<file path="config.mk">
export PLATFORM = sky130hd
export DESIGN_NAME = wdt_top
export DESIGN_NICKNAME = d
export VERILOG_FILES = /design/src/hw/wdt_pkg.sv /design/src/hw/wdt_tick_if.sv /design/src/hw/wdt_prescaler.sv /design/src/hw/wdt_sync.sv /design/src/hw/wdt_top.sv
export SDC_FILE = /design/constraint.sdc
export NUM_CORES = 1
export LEC_CHECK = 0
export BUFFER_PORTS_ARGS = -buffer_cell sky130_fd_sc_hd__buf_2
export CAP_MARGIN = 20
export CORE_MARGIN = 4
export CORE_UTILIZATION = 55
export CTS_CLUSTER_SIZE = 20
export DETAILED_ROUTE_END_ITERATION = 10
export HOLD_SLACK_MARGIN = 0.06
export PLACE_DENSITY = 0.83
export SYNTH_ARGS = -nofsm -noshare
export SYNTH_HDL_FRONTEND = slang
export SYNTH_HIERARCHICAL = 1
export SYNTH_SLANG_ARGS = --single-unit
export TNS_END_PERCENT = 50
</file>
<file path="constraint.sdc">
create_clock -name CLK -period 7.4 [get_ports CLK]
set_clock_uncertainty 0.2 [all_clocks]
set_input_delay 0.74 -clock CLK [delete_from_list [all_inputs] [get_ports CLK]]
set_output_delay 0.74 -clock CLK [all_outputs]
set_load 0.01 [all_outputs]
</file>
<file path="src/hw/wdt_pkg.sv">
// constants and register map of the windowed watchdog
//
// Contract
// - overflow-time code picks 2^18..2^24 gear periods or 2^11..2^17 low-clock periods
// - overflow raises interrupt or reset request per action select; window violation always an interrupt request
// - while enabled, writes to window, time and action fields are ignored
// - fields written together with the write that sets enable are accepted
// - control bit 7 reads 1 and bit 6 reads 0
// - clear code written to the code port zeroes the counter, counting continues
// - disable code stops and zeroes only while enable is 0; other codes do nothing
// - count monitor returns the current 8-bit counter value
// - operating-state bit reads 1 while running, 0 while disabled
// - overflow-cause flag sets when overflow produces an interrupt request
// - window-violation flag sets when an early clear produces an interrupt request
// - reading status clears both cause flags
// - status bits 7 to 3 read their reset values
// - setting enable starts counting; no control code needed to re-enable
// - enable returns to 1 once warm-up after any reset completes
// - disable code beats a simultaneous overflow; overflow detection suppressed
// - first overflow after enable may come up to one source period early
// - window code 00 accepts a clear any time before overflow
// - nonzero window: early clear raises interrupt, counter keeps counting uncleared
// - with interrupt action, counter keeps counting after overflow
// - counter pauses in stop, warm-up, idle and sleep, resumes afterwards
// - window codes 01, 10, 11 open after a quarter, half, three quarters
// - action 1 gives a reset request, action 0 a non-maskable interrupt request
// - accepted clear beats a simultaneous overflow; no overflow detection
// - flag set coinciding with a status read stays set
package wdt_pkg;

  // ----------------------------------------------------------------
  // register indices; byte address is four times the index
  // ----------------------------------------------------------------
  localparam logic [13:0] IDX_CONTROL = 14'hFD4;
  localparam logic [13:0] IDX_CODE = 14'hFD5;
  localparam logic [13:0] IDX_COUNT = 14'hFD6;
  localparam logic [13:0] IDX_STATUS = 14'hFD7;
  localparam logic [13:0] IDX_CONFIG = 14'hFD8;

  // ----------------------------------------------------------------
  // control register fields and reset values
  // ----------------------------------------------------------------
  localparam int CTL_EN_BIT = 5;
  localparam int CTL_WIN_LSB = 3;
  localparam int CTL_TIME_LSB = 1;
  localparam int CTL_ACT_BIT = 0;
  localparam logic [1:0] CTL_TOP_BITS = 2'h2;
  localparam logic RST_EN = 1'b1;
  localparam logic [1:0] RST_WIN = 2'h0;
  localparam logic [1:0] RST_TIME = 2'h3;
  localparam logic RST_ACT = 1'b0;
  localparam logic RST_DIV_SEL = 1'b0;
  localparam int CFG_DIV_BIT = 0;

  // ----------------------------------------------------------------
  // status register
  // ----------------------------------------------------------------
  localparam logic [4:0] STAT_TOP_BITS = 5'h0B;
  localparam int STAT_OVF_BIT = 2;
  localparam int STAT_WIN_BIT = 1;

  // ----------------------------------------------------------------
  // control codes
  // ----------------------------------------------------------------
  localparam logic [7:0] CODE_CLEAR = 8'h4E;
  localparam logic [7:0] CODE_DISABLE = 8'hB1;

  // ----------------------------------------------------------------
  // timing: log2 of source periods per counter tick (period / 256)
  // ----------------------------------------------------------------
  localparam int GEAR_PERIOD_LOG2 = 18;
  localparam int LOW_PERIOD_LOG2 = 11;
  localparam int COUNT_LOG2 = 8;
  localparam int LOW_TICK_LOG2 = LOW_PERIOD_LOG2 - COUNT_LOG2;
  localparam int GEAR_TICK_LOG2 = GEAR_PERIOD_LOG2 - COUNT_LOG2;

  // ----------------------------------------------------------------
  // bus answers
  // ----------------------------------------------------------------
  localparam logic [31:0] READ_ZERO = 32'h0000_0000;

endpackage

</file>
<file path="src/hw/wdt_tick_if.sv">
// tick request and answer between the watchdog core and its prescaler
`timescale 1ns/1ns
interface wdt_tick_if;
  logic src_pulse;
  logic [4:0] shift;
  logic clr;
  logic tick;

  modport core (output src_pulse, output shift, output clr, input tick);
  modport scaler (input src_pulse, input shift, input clr, output tick);
endinterface

</file>
<file path="src/hw/wdt_prescaler.sv">
// divides source pulses down to one counter tick per 2^shift pulses
`timescale 1ns/1ns
module wdt_prescaler #(
  parameter int WIDTH = 16
) (
  input wire logic clk,
  input wire logic rst_n,
  input wire logic ce,
  wdt_tick_if.scaler tk
);
  logic [WIDTH-1:0] pcnt;
  logic [WIDTH-1:0] limit;

  assign limit = WIDTH'((64'(1) << tk.shift) - 64'(1));

  always_ff @(posedge clk or negedge rst_n) begin
    if (!rst_n) begin
      pcnt <= '0;
      tk.tick <= 1'b0;
    end else if (ce) begin
      tk.tick <= 1'b0;
      if (tk.clr) begin
        pcnt <= '0;
      end else if (tk.src_pulse) begin
        if (pcnt >= limit) begin
          pcnt <= '0;
          tk.tick <= 1'b1;
        end else begin
          pcnt <= pcnt + WIDTH'(1);
        end
      end
    end
  end
endmodule

</file>
<file path="src/hw/wdt_sync.sv">
// three-stage synchroniser with agreement filter and rising-edge pulse
`timescale 1ns/1ns
module wdt_sync (
  input wire logic clk,
  input wire logic rst_n,
  input wire logic ce,
  input wire logic async_in,
  output logic rise
);
  logic s1;
  logic s2;
  logic s3;
  logic level;

  always_ff @(posedge clk or negedge rst_n) begin
    if (!rst_n) begin
      s1 <= 1'b0;
      s2 <= 1'b0;
      s3 <= 1'b0;
    end else if (ce) begin
      s1 <= async_in;
      s2 <= s1;
      s3 <= s2;
    end
  end

  // a change counts only once stages two and three agree
  always_ff @(posedge clk or negedge rst_n) begin
    if (!rst_n) begin
      level <= 1'b0;
      rise <= 1'b0;
    end else if (ce) begin
      rise <= 1'b0;
      if (s2 == s3 && s3 != level) begin
        level <= s3;
        rise <= s3;
      end
    end
  end
endmodule

</file>
<file path="src/hw/wdt_top.sv">
// windowed watchdog core with Avalon-MM register slave
`timescale 1ns/1ns
module wdt_top
  import wdt_pkg::*;
#(
  parameter int GEAR_TICK_LOG2_P = GEAR_TICK_LOG2,
  parameter int LOW_TICK_LOG2_P = LOW_TICK_LOG2
) (
  input wire logic CLK,
  input wire logic RST_N,
  input wire logic CE,
  input wire logic [15:0] ADDRESS,
  input wire logic READ,
  input wire logic WRITE,
  input wire logic [31:0] WRITEDATA,
  input wire logic [3:0] BYTEENABLE,
  output logic [31:0] READDATA,
  output logic WAITREQUEST,
  input wire logic LOW_CLK_PIN,
  input wire logic SLOW_MODE,
  input wire logic PAUSE,
  input wire logic WARMUP_DONE,
  output logic NMI_REQ,
  output logic RESET_REQ
);

  // ----------------------------------------------------------------
  // state
  // ----------------------------------------------------------------
  logic en;
  logic [1:0] win;
  logic [1:0] otime;
  logic act;
  logic div_sel;
  logic running;
  logic [7:0] cnt;
  logic ovf_flag;
  logic win_flag;
  logic [1:0] reported;
  logic low_rise;

  logic [13:0] idx;
  logic hit;
  logic do_wr;
  logic do_rd;
  logic [7:0] wd;
  logic code_wr;
  logic clr_code;
  logic dis_code;
  logic active;
  logic in_window;
  logic clr_ok;
  logic clr_bad;
  logic dis_ok;
  logic ovf_raw;
  logic ovf;
  logic start;
  logic use_low;
  logic [7:0] ctl_rd;
  logic [7:0] stat_rd;
  logic [7:0] next_rd;

  wdt_tick_if tk ();

  // ----------------------------------------------------------------
  // bus decode
  // ----------------------------------------------------------------
  assign idx = ADDRESS[15:2];
  assign hit = ADDRESS[1:0] == 2'h0;
  assign do_wr = WRITE && !WAITREQUEST && hit && BYTEENABLE[0];
  assign do_rd = READ && !WAITREQUEST && hit;
  assign wd = WRITEDATA[7:0];
  // partial writes are not a meaningful code, only whole values count
  assign code_wr = do_wr && idx == IDX_CODE;
  assign clr_code = code_wr && wd == CODE_CLEAR;
  assign dis_code = code_wr && wd == CODE_DISABLE;

  // ----------------------------------------------------------------
  // counting conditions
  // ----------------------------------------------------------------
  assign active = running && WARMUP_DONE && !PAUSE;
  assign use_low = SLOW_MODE || div_sel;

  // window opens after 0, 1/4, 1/2 or 3/4 of the period
  assign in_window = (win == 2'h0) || (cnt[7:6] >= win);
  assign dis_ok = dis_code && !en;
  assign clr_ok = clr_code && running && in_window && !dis_ok;
  assign clr_bad = clr_code && running && !in_window && !dis_ok;
  assign ovf_raw = active && tk.tick && cnt == 8'hFF;
  // clear and disable both win over a coincident overflow
  assign ovf = ovf_raw && !clr_ok && !dis_ok;
  assign start = do_wr && idx == IDX_CONTROL && wd[CTL_EN_BIT] && !running;

  // ----------------------------------------------------------------
  // prescaler hookup
  // ----------------------------------------------------------------
  // the low clock edge is free-running against enable, so the first
  // tick after start may come up to one source period early
  assign tk.src_pulse = active && (use_low ? low_rise : 1'b1);
  assign tk.shift = 5'(2 * int'(otime) + (use_low ? LOW_TICK_LOG2_P : GEAR_TICK_LOG2_P));
  assign tk.clr = clr_ok || dis_ok || start || !running;

  wdt_sync u_low_sync (
    .clk(CLK),
    .rst_n(RST_N),
    .ce(CE),
    .async_in(LOW_CLK_PIN),
    .rise(low_rise)
  );

  wdt_prescaler #(.WIDTH(16)) u_prescaler (
    .clk(CLK),
    .rst_n(RST_N),
    .ce(CE),
    .tk(tk.scaler)
  );

  // ----------------------------------------------------------------
  // bus handshake: one wait cycle, then the access completes
  // ----------------------------------------------------------------
  always_ff @(posedge CLK or negedge RST_N) begin
    if (!RST_N) begin
      WAITREQUEST <= 1'b1;
    end else if (CE) begin
      if ((READ || WRITE) && WAITREQUEST) begin
        WAITREQUEST <= 1'b0;
      end else begin
        WAITREQUEST <= 1'b1;
      end
    end
  end

  // ----------------------------------------------------------------
  // control register
  // ----------------------------------------------------------------
  always_ff @(posedge CLK or negedge RST_N) begin
    if (!RST_N) begin
      en <= RST_EN;
      win <= RST_WIN;
      otime <= RST_TIME;
      act <= RST_ACT;
    end else if (CE) begin
      if (do_wr && idx == IDX_CONTROL) begin
        en <= wd[CTL_EN_BIT];
        // fields only move while disabled; the enabling write itself sees en low
        if (!en) begin
          win <= wd[CTL_WIN_LSB +: 2];
          otime <= wd[CTL_TIME_LSB +: 2];
          act <= wd[CTL_ACT_BIT];
        end
      end
    end
  end

  always_ff @(posedge CLK or negedge RST_N) begin
    if (!RST_N) begin
      div_sel <= RST_DIV_SEL;
    end else if (CE) begin
      if (do_wr && idx == IDX_CONFIG) begin
        div_sel <= wd[CFG_DIV_BIT];
      end
    end
  end

  // ----------------------------------------------------------------
  // operating state
  // ----------------------------------------------------------------
  always_ff @(posedge CLK or negedge RST_N) begin
    if (!RST_N) begin
      running <= 1'b1;
    end else if (CE) begin
      if (dis_ok) begin
        running <= 1'b0;
      end else if (start) begin
        running <= 1'b1;
      end
    end
  end

  // ----------------------------------------------------------------
  // 8-bit up counter
  // ----------------------------------------------------------------
  always_ff @(posedge CLK or negedge RST_N) begin
    if (!RST_N) begin
      cnt <= 8'h00;
    end else if (CE) begin
      if (dis_ok || clr_ok || start) begin
        cnt <= 8'h00;
      end else if (active && tk.tick) begin
        // wraps and keeps going after overflow
        cnt <= cnt + 8'h01;
      end
    end
  end

  // ----------------------------------------------------------------
  // requests
  // ----------------------------------------------------------------
  always_ff @(posedge CLK or negedge RST_N) begin
    if (!RST_N) begin
      NMI_REQ <= 1'b0;
      RESET_REQ <= 1'b0;
    end else if (CE) begin
      NMI_REQ <= (ovf && !act) || clr_bad;
      RESET_REQ <= ovf && act;
    end
  end

  // ----------------------------------------------------------------
  // cause flags: clear only what the read reported, set wins
  // ----------------------------------------------------------------
  always_ff @(posedge CLK or negedge RST_N) begin
    if (!RST_N) begin
      ovf_flag <= 1'b0;
      win_flag <= 1'b0;
    end else if (CE) begin
      // a flag that rose after the read captured it survives that read
      ovf_flag <= (ovf && !act) || (ovf_flag && !(do_rd && idx == IDX_STATUS && reported[1]));
      win_flag <= clr_bad || (win_flag && !(do_rd && idx == IDX_STATUS && reported[0]));
    end
  end

  // ----------------------------------------------------------------
  // read data, captured in the wait cycle
  // ----------------------------------------------------------------
  assign ctl_rd = {CTL_TOP_BITS, en, win, otime, act};
  assign stat_rd = {STAT_TOP_BITS, ovf_flag, win_flag, running};

  always_comb begin
    next_rd = 8'h00;
    if (hit) begin
      case (idx)
        IDX_CONTROL: next_rd = ctl_rd;
        IDX_COUNT: next_rd = cnt;
        IDX_STATUS: next_rd = stat_rd;
        IDX_CONFIG: next_rd = {7'h00, div_sel};
        default: next_rd = 8'h00;
      endcase
    end
  end

  always_ff @(posedge CLK or negedge RST_N) begin
    if (!RST_N) begin
      READDATA <= READ_ZERO;
      reported <= 2'h0;
    end else if (CE) begin
      if (READ && WAITREQUEST) begin
        READDATA <= {24'h000000, next_rd};
        reported <= {ovf_flag, win_flag};
      end
    end
  end

endmodule
</file>
* Word-level counts from Yosys, hierarchy flattened *
Cells that the tools add are included.

storage, ports and cells
  word-level logic and storage cells = 122
  register bits after elaboration = 53
  output and inout bits = 35

cells by class
  mux-type cells = 16
  equality and inequality tests = 10
  bitwise logic cells = 1
  add/subtract/negate cells = 4
  magnitude comparators = 2
  shift-type cells = 1
  reduce and logical (&&, ||, !) cells = 67

operators by type and width
  operator               number
  $eq 14x12->1 const B   5
  $mux 16                3
  $logic_and 1x1->1      35
  $pmux 8 s4             1
  $mux 8                 3
  $add 16x1->16 const B  1
  $eq 8x8->1 const B     2
  $ge 16x16->1           1
  $shl 1x5->16 const A   1
  $sub 16x2->16 const B  1
  $reduce_and 2->1       7
  $logic_not 1->1        10
  $logic_or 1x1->1       9
  $add 8x1->8 const B    1
  $eq 8x7->1 const B     1
  $mux 1                 8
  $reduce_bool 2->1      3
  $add 3x4->5            1
  $logic_not 2->1        2
  $mux 4                 1
  $reduce_and 3->1       1
  $ge 2x2->1             1
  $eq 1x1->1             1
  $ne 1x1->1             1
  $not 1->1              1

* Longest topological paths before layout *
Gate-level depths: netlist of the first run.

  depth in word-level cells = 14
  depth in mapped cells = 20

* Cells and area by module *
The synthesis of the first run kept the hierarchy.

modules (own cells, without submodules)
  module         sequential area each (sq um)  area an instance (sq um)  times used  cells an instance
  wdt_top        782.0                         1988.2                    1           211
  wdt_prescaler  425.4                         1515.2                    1           191
  wdt_sync       125.1                         198.9                     1           14

* Worst setup path after synthesis of the first run *
Ideal clock, no wire load.

  path type = in2reg
  start point = in SLOW_MODE
  end point = reg u_prescaler.pcnt[15]
  cell stages on the path = 20
  library setup time = 0.087 ns
  path slack = 3.209 ns
  data required time = 7.113 ns
  data arrival time = 3.905 ns
  buffers on the path = 3
  cells stage by stage = nor2_1 -> and3_1 -> clkbuf_1 -> nor3_1 -> nand3b_1 -> ha_1 -> clkbuf_1 -> nand2_1 -> nor2_1 -> a31oi_1 -> nor2_1 -> a21oi_1 -> ha_1 -> nand4_1 -> nor2_1 -> nor4_1 -> nand4_1 -> buf_2 -> or3_1 -> o211ai_1

on the way
  longest elaborated chain between the ends = 9
  elaborated cells between the ends (all ways) = 13
  those cells by class = 2 x add/sub; 1 x order compare; 1 x shift; 5 x mux; 4 x reduce/logical

ends and longest elaborated chain
  what                   line                 source
  from (decl)            wdt_top.sv:20        input wire logic SLOW_MODE,
  $logic_or 1x1->1       wdt_top.sv:82        assign use_low = SLOW_MODE || div_sel;
  $mux 4                 wdt_top.sv:100       assign tk.shift = 5'(2 * int'(otime) + (use_low ? LOW_TICK_LOG2_P : GEAR_TICK_LOG2_P));
  $add 3x4->5            wdt_top.sv:100
  named net tk.shift[4]  wdt_tick_if.sv:5     logic [4:0] shift;
  $shl 1x5->16           wdt_prescaler.sv:14  assign limit = WIDTH'((64'(1) << tk.shift) - 64'(1));
  $sub 16x2->16          wdt_prescaler.sv:14
  $ge 16x16->1           wdt_prescaler.sv:25  if (pcnt >= limit) begin
  $mux 16                wdt_prescaler.sv:25
  $mux 16                wdt_prescaler.sv:24  end else if (tk.src_pulse) begin
  $mux 16                wdt_prescaler.sv:22  if (tk.clr) begin
  to (signal assigned)   wdt_prescaler.sv:29  pcnt <= pcnt + WIDTH'(1);
  to (decl)              wdt_prescaler.sv:11  logic [WIDTH-1:0] pcnt;

The timed path passes the listed nets, and every way through them passes these cells. The select of a mux whose other input is x is not followed.
A chain may end at the register's enable or synchronous reset.

* Worst setup path after layout of the first run *
  start point = in SLOW_MODE
  end point = reg u_prescaler.pcnt[14]

Same word-level chain as after synthesis.

==> impl_metrics.csv, run 1 <==
group,metric,value,unit
timing,finalWorstSetupSlack,2.25,ns
logic_synthesis,synth_top_area_share,0.324,
clock_tree,ctsResizeCount,0,
worst_hold_path,holdCritPathClass,"flop to flop",
finish,antenna_cells,0,
global_route,antenna_found_initial,0,
logic_synthesis,yosys-top-cells-area,"dfrtp_1 32%, ha_1 7.4%, buf_4 4.9%",
clock_tree,cts.clk_slew.worst_paths,0.09,ns
global_route,grt_pass1_wl,14.2,mm
critical_path,ff2ff_path_depth,18,
floorplanning,die_h,90.0,um
clock_tree,tritoncts.num_buffers,5,
critical_path,slowest_stage,"xor2_1",
clock_tree,clock-sinks,53,
drt,num_vias,3256,
global_route,grt_max_degree,54,
logic_synthesis,synthCells,416,
floorplanning,die_w,90.0,um
critical_path,r2r_slack,2.31,ns
clock_tree,cts_buffer_depth,2,
clock_tree,post_cts_buffers,0,
critical_path,worstPathRequired,7.39,ns
timing,min_period_over_period,0.696,
critical_path,r2r_start,"otime[0]",
worst_hold_path,whs_path_depth,2,
finish,final_util,0.619,
timing,period_minus_slack,5.15,ns
logic_synthesis,yosysSeqAreaShare,0.360,
critical_path,critPathKind,"input pin to flop",
drt,ant_nets,0,
timing,setup_tns,0,ns
critical_path,path_cells,"buf_2 -> nor2_1 -> xor2_1 -> nor3_1 -> nand3b_1 -> ha_1 -> nand2_1 -> nor2_1 -> a31oi_1 -> nor2_1 -> a21oi_1 -> ha_1 -> nand4_1 -> nor3_1 -> o311ai_2 -> nand4_1 -> buf_4 -> nor2_1 -> a211o_1",
pwr,p_per_area,138,nW/um^2
logic_synthesis,ys_ff_latch,53,
timing,drv_slew,0,
logic_synthesis,syn_area,3700,um^2
logic_synthesis,synth_edf_count,0,
placement,dp_cells,524,
global_route,grt_pass1_vias,2996,
logic_synthesis,ys_async_sr_fraction,1.00,
finish,drive_gt1_frac,0.174,
clock_tree,clockRootBuffer,"clkbuf_8",
worst_hold_path,hold_end,"READDATA[4]",
finish,fin_area,4000,um^2
timing,relSlewSlack,0.249,
critical_path,worstPathArrival,5.14,ns
placement,gpl.final_weighted_congestion,0.849,
logic_synthesis,syn_area_per_cell,8.90,um^2
critical_path,critPathMostFrequentCell,"nor2_1",
finish,area_delta_synth_final,7.91,%
global_route,grt-ovfl-total,0,
critical_path,critPathCaptureType,"flop",
drt,drt_first_iter_violations,427,
global_route,grtUsageTotal,0.210,
clock_tree,clk_latency,0.31,ns
timing,fmaxAchievable,0.194,GHz
floorplanning,num_io_pins,96,
clock_tree,cts_tree,"yes",
drt,totalWireLength,8.47,mm
pwr,leakagePower,1.92,nW
drt,drtPass1Iterations,5,
placement,pre_cts_slack,2.07,ns
critical_path,cpPeakStageDelay,0.81,ns
clock_tree,hold_buffers,0,
critical_path,path_max_fanout,26,
floorplanning,num_rows,29,
logic_synthesis,synthFlopType,"dfrtp_1",
timing,rsz0062_at_grt,"false",
floorplanning,die-area,8110,um^2
worst_hold_path,hp-start,"READDATA[4]",
job,maxCapViolCount,0,
logic_synthesis,yosysUniqueCellTypes,56,
critical_path,r2r-end,"u_prescaler/pcnt[14]",
outcome,status,"finished clean",
placement,dp_hpwl,6.38,mm
drt,drc,0,
timing,worst_slew_pin_slew,1.11,ns
clock_tree,h-tree-depth,2,
drt,routed_via_density,6.12,
timing,finalSetupViolCount,0,
drt,routedWlPerCell,15.9,um
logic_synthesis,yosysWarnings,6,
timing,hold_violations,0,
finish,fin_nets,537,
floorplanning,initial_core_util,0.573,
pwr,peakVddDrop,126,uV
placement,dpl_cell_area,3880,um^2
critical_path,critPathLaunchType,"input pin",
finish,final_cells,532,
floorplanning,core_area,6460,um^2
logic_synthesis,synth_top_area_cell,"dfrtp_1",
placement,portBuffers,44,
==> routing by layer <==
metal / GRT usage / vias to the layer above / part of all wire
met4: 0.0612 / 0 / 0.020
met5: 0 / - / 0
met3: 0.0367 / 20 / 0.077
met2: 0.319 / 150 / 0.45
li1: - / 1538 / -
met1: 0.305 / 1548 / 0.45
==> kinds of logic after synthesis <==
| family | Yosys count | synth area share |
|---|---|---|
| AO/OA/AOI/OAI | 94 | 0.171 |
| XOR/XNOR | 9 | 0.0213 |
| adder cells (fa/ha/maj) | 22 | 0.0743 |
| buffers and inverters | 55 | 0.0811 |
| flip-flops | 53 | 0.360 |
| multiplexers | 16 | 0.0477 |
| other | 1 | 0.00101 |
| AND/OR/NAND/NOR | 166 | 0.243 |
==> through the flow <==
step / hold WS (ns) / power (mW)
6_report: 0.285 / 0.550
5_1_grt: 0.323 / 0.573
4_1_cts: 0.291 / 0.554
3_5_place_dp: 0.269 / 0.356
3_3_place_gp: 0.262 / 0.354
2_1_floorplan: 0.244 / 0.340
==> registers in the layout, indices dropped and copies added (netlist names), 2 cells and up <==
register and cells:
win 2, reported 2, cnt 8, u_prescaler/pcnt 16, otime 2, READDATA 8
==> synthesized netlist by cell type, types with 3 or more instances <==
library cell  count
nor4_1            5
o21a_1            4
inv_1            17
buf_4            24
clkbuf_1         11
and3_1           11
or3_1             3
nor3_1           15
xnor2_1           5
a21o_1           10
nor2_1           28
mux2i_1           3
nand2b_1          6
mux2_2           13
nand4b_1          5
and4_1            4
nor2b_1           7
o31ai_1           3
nand2_1          39
or4_1             4
a22oi_1           3
ha_1             22
a211o_1           3
a21oi_1          15
o21ai_0          31
o22ai_1           3
a31oi_1           5
buf_2             3
nor3b_1           8
nand3_1          11
nand4_1           8
nand3b_1          4
xor2_1            4
dfrtp_1          48
dfstp_2           5
==> critical path, delay by kind of cell <==
family / cells / cell delay [ns]
XOR/XNOR: 1 / 0.81
adder cells (fa/ha/maj): 2 / 0.72
AND/OR/NAND/NOR: 10 / 1.83
buffers and inverters: 2 / 0.42
AO/OA/AOI/OAI: 4 / 0.60
==> report_power, final <==
group          total (mW)  internal (mW)  switching (mW)  leakage, nW
registers           0.301          0.296         0.00511        0.702
logic              0.0493         0.0180          0.0313         1.16
clock network       0.199          0.102          0.0978       0.0554
==> final cells by class <==
| class | count | area, um^2 |
|---|---|---|
| clock buffer | 6 | 72.6 |
| clock inverter | 2 | 38.8 |
| fill | 551 | 2460 |
| inverter | 17 | 63.8 |
| multi-input combinational | 331 | 2160 |
| sequential | 53 | 1330 |
| tap | 77 | 96.3 |
| timing repair buffer | 46 | 235 |
==> placed cells by master (no fill, tap or decap), drive strengths merged, types with 4 or more instances in the layout <==
cell type,count
dfrtp,48
buf,46
nand2,39
o21ai,33
nor2,28
conb,24
ha,22
inv,17
nor3,15
a21oi,15
mux2,13
and3,11
nand3,11
a21o,10
nor3b,8
nand4,8
nor2b,7
nand2b,6
clkbuf,6
dfstp,5
nand4b,5
a31oi,5
nor4,5
xnor2,5
o21a,5
xor2,4
or4,4
nand3b,4
and4,4
==> how the worst max path moves through the flow <==
stage	start	endpoint	cells past startpoint
after floorplan	SLOW_MODE	u_prescaler/pcnt[15]	20
after global placement	SLOW_MODE	u_prescaler/pcnt[8]	19
after detailed placement	SLOW_MODE	u_prescaler/pcnt[14]	19
after CTS	SLOW_MODE	u_prescaler/pcnt[14]	19
after global routing	SLOW_MODE	u_prescaler/pcnt[14]	19
final	SLOW_MODE	u_prescaler/pcnt[14]	19
(Power assumes the default switching activity.)
==> run 2: changes to the inputs <==
Settings changed: ABC_AREA set to 1, PLACE_DENSITY 0.83 to 0.81.
Clock period 7.4 ns to 5.3 ns, I/O delays scaled along.
==> run 2 against run 1 <==
Clock power grew 42%. Utilization is 0.22 points higher. First-iteration DRC count is 40% lower. Critical endpoint is now u_prescaler/tk.tick. Largest cell class unchanged.
==> impl_metrics.csv, run 2 <==
group,metric,value,unit
outcome,status,"finished clean",
logic_synthesis,synth_top_area_share,0.279,
pwr,peakVddDrop,162,uV
global_route,grt-ovfl-total,0,
logic_synthesis,yosysUniqueCellTypes,38,
critical_path,worstPathArrival,4.10,ns
timing,relSlewSlack,0.442,
floorplanning,die-area,9300,um^2
finish,final_cells,739,
timing,worst_slew_pin_slew,0.833,ns
logic_synthesis,synth_top_area_cell,"dfrtp_1",
global_route,grt_max_degree,54,
timing,drv_slew,0,
critical_path,critPathKind,"flop to flop",
logic_synthesis,ys_async_sr_fraction,1.00,
critical_path,path_max_fanout,16,
floorplanning,die_w,96.5,um
drt,drt_first_iter_violations,255,
job,maxCapViolCount,0,
finish,reg_top3,"u_prescaler/pcnt: 16 flops, READDATA: 8 flops, cnt: 8 flops",
placement,portBuffers,44,
logic_synthesis,synth_commonest_cells,"174 x nand2_1, 58 x inv_1, 53 x nor2_1",
timing,fmaxAchievable,0.243,GHz
clock_tree,cts.clk_slew.worst_paths,0.10,ns
timing,setup_tns,0,ns
clock_tree,tritoncts.num_buffers,5,
floorplanning,initial_core_util,0.578,
finish,largest-register,"u_prescaler/pcnt",
finish,final_cell_mix,"174 x nand2_1, 58 x inv_1, 53 x nor2_1",
logic_synthesis,yosysSeqAreaShare,0.310,
placement,pre_cts_slack,1.07,ns
clock_tree,post_cts_buffers,0,
finish,final_common_cell,"nand2_1",
logic_synthesis,synth_edf_count,0,
timing,min_period_over_period,0.776,
placement,gpl.final_weighted_congestion,0.897,
timing,rsz0062_at_grt,"false",
critical_path,ff2ff_path_depth,19,
timing,finalWorstSetupSlack,1.19,ns
clock_tree,clockRootBuffer,"clkbuf_8",
drt,routed_via_density,5.34,
timing,finalSetupViolCount,0,
critical_path,cpPeakStageDelay,0.53,ns
finish,fin_nets,722,
finish,drive_gt1_frac,0.180,
global_route,antenna_found_initial,0,
logic_synthesis,synthCells,595,
critical_path,path_cells,"nor2_1 -> inv_1 -> nor2_1 -> nor2_4 -> inv_4 -> nor2_4 -> nand2_1 -> ha_1 -> nand3_4 -> nor2_4 -> nand2_2 -> xnor2_1 -> ha_1 -> nand4_1 -> a21oi_1 -> nor2_2 -> nand2_1 -> nand2_1 -> o21ai_0",
placement,dp_cells,730,
pwr,leakagePower,2.46,nW
critical_path,worstPathRequired,5.29,ns
finish,antenna_cells,0,
clock_tree,clk_latency,0.32,ns
critical_path,slowest_stage,"nor2_2",
drt,totalWireLength,10.1,mm
clock_tree,clock-sinks,53,
drt,drtPass1Iterations,5,
placement,dp_hpwl,7.80,mm
logic_synthesis,yosys-top-cells-area,"dfrtp_1 28%, nand2_1 15%, ha_1 6.4%",
clock_tree,ctsResizeCount,0,
critical_path,critPathCaptureType,"flop",
floorplanning,die_h,96.5,um
finish,area_delta_synth_final,7.41,%
global_route,grt_pass1_wl,17.2,mm
floorplanning,core_area,7450,um^2
finish,largest_register_ffs,16,
logic_synthesis,synth_most_common_cell,"nand2_1",
floorplanning,num_io_pins,96,
global_route,grtUsageTotal,0.234,
logic_synthesis,synthFlopType,"dfrtp_1",
drt,drc,0,
logic_synthesis,ys_ff_latch,53,
worst_hold_path,holdCritPathClass,"input pin to asynchronous set/reset pin",
global_route,grt_pass1_vias,3773,
logic_synthesis,syn_area,4300,um^2
clock_tree,h-tree-depth,2,
logic_synthesis,syn_area_per_cell,7.23,um^2
pwr,p_per_area,189,nW/um^2
drt,ant_nets,0,
floorplanning,num_rows,31,
logic_synthesis,yosysWarnings,6,
clock_tree,cts_buffer_depth,2,
timing,period_minus_slack,4.11,ns
clock_tree,cts_tree,"yes",
timing,hold_violations,0,
clock_tree,hold_buffers,0,
pwr,power,873,uW
drt,routedWlPerCell,13.7,um
critical_path,critPathLaunchType,"flop",
drt,num_vias,3947,
==> run 2: cell families (layout without fill, tap and decap cells) <==
kind of cell,Yosys count,after routing,share of synthesized area
other cells,1,24,0.000871
simple gates,342,342,0.394
buf+inv,102,124,0.117
flops,53,53,0.310
compound gates,52,52,0.0671
fa+ha+maj,22,22,0.0640
xor+xnor,23,23,0.0468
==> run 2: routing by layer <==
metal	track usage	routed length, um
met5	0	0
met4	0.0689	181
met1	0.316	4450
met3	0.0380	638
met2	0.389	4830
==> run 2: metrics by stage <==
step / util / instance area [um^2] / hold slack, ns
floorplan: - / 4390 / 0.0344
finish: 0.621 / 4620 / 0.117
CTS: 0.620 / 4620 / 0.150
global route: 0.621 / 4620 / 0.168
detailed placement: 0.605 / 4500 / 0.261
global placement: 0.605 / 4500 / 0.255
==> run 2: power breakdown <==
group          switching, mW  internal, mW
registers             0.0231         0.423
clock network          0.141         0.142
logic                 0.0943        0.0490
total                  0.259         0.614
==> run 2: layout make-up <==
class	count	area (um^2)
clock buffer	5	68.8
clock inverter	3	43.8
fill	708	2820
inverter	70	265
multi-input combinational	463	2550
sequential	53	1330
tap	99	124
timing repair buffer	46	235
==> run 2: final timing paths <==
path | start | to | slack [ns]
worst max-delay path | div_sel | u_prescaler/tk.tick | 1.19
worst min-delay path | RST_N | reported[1] | 0.12
worst max register to register | div_sel | u_prescaler/tk.tick | 1.19
worst min register to register | RESET_REQ | RESET_REQ | 0.29
max in group asynchronous | RST_N | div_sel | 4.31
min in group CLK | LOW_CLK_PIN | u_low_sync/s1 | 0.22
==> run 2: worst max-delay path, delay by kind of cell, from the launching register on <==
kind / cells / cell delay [ns]
compound gates: 2 / 0.14
xor+xnor: 1 / 0.22
fa+ha+maj: 2 / 0.52
buf+inv: 2 / 0.28
flops: 1 / 0.42
simple gates: 12 / 2.19
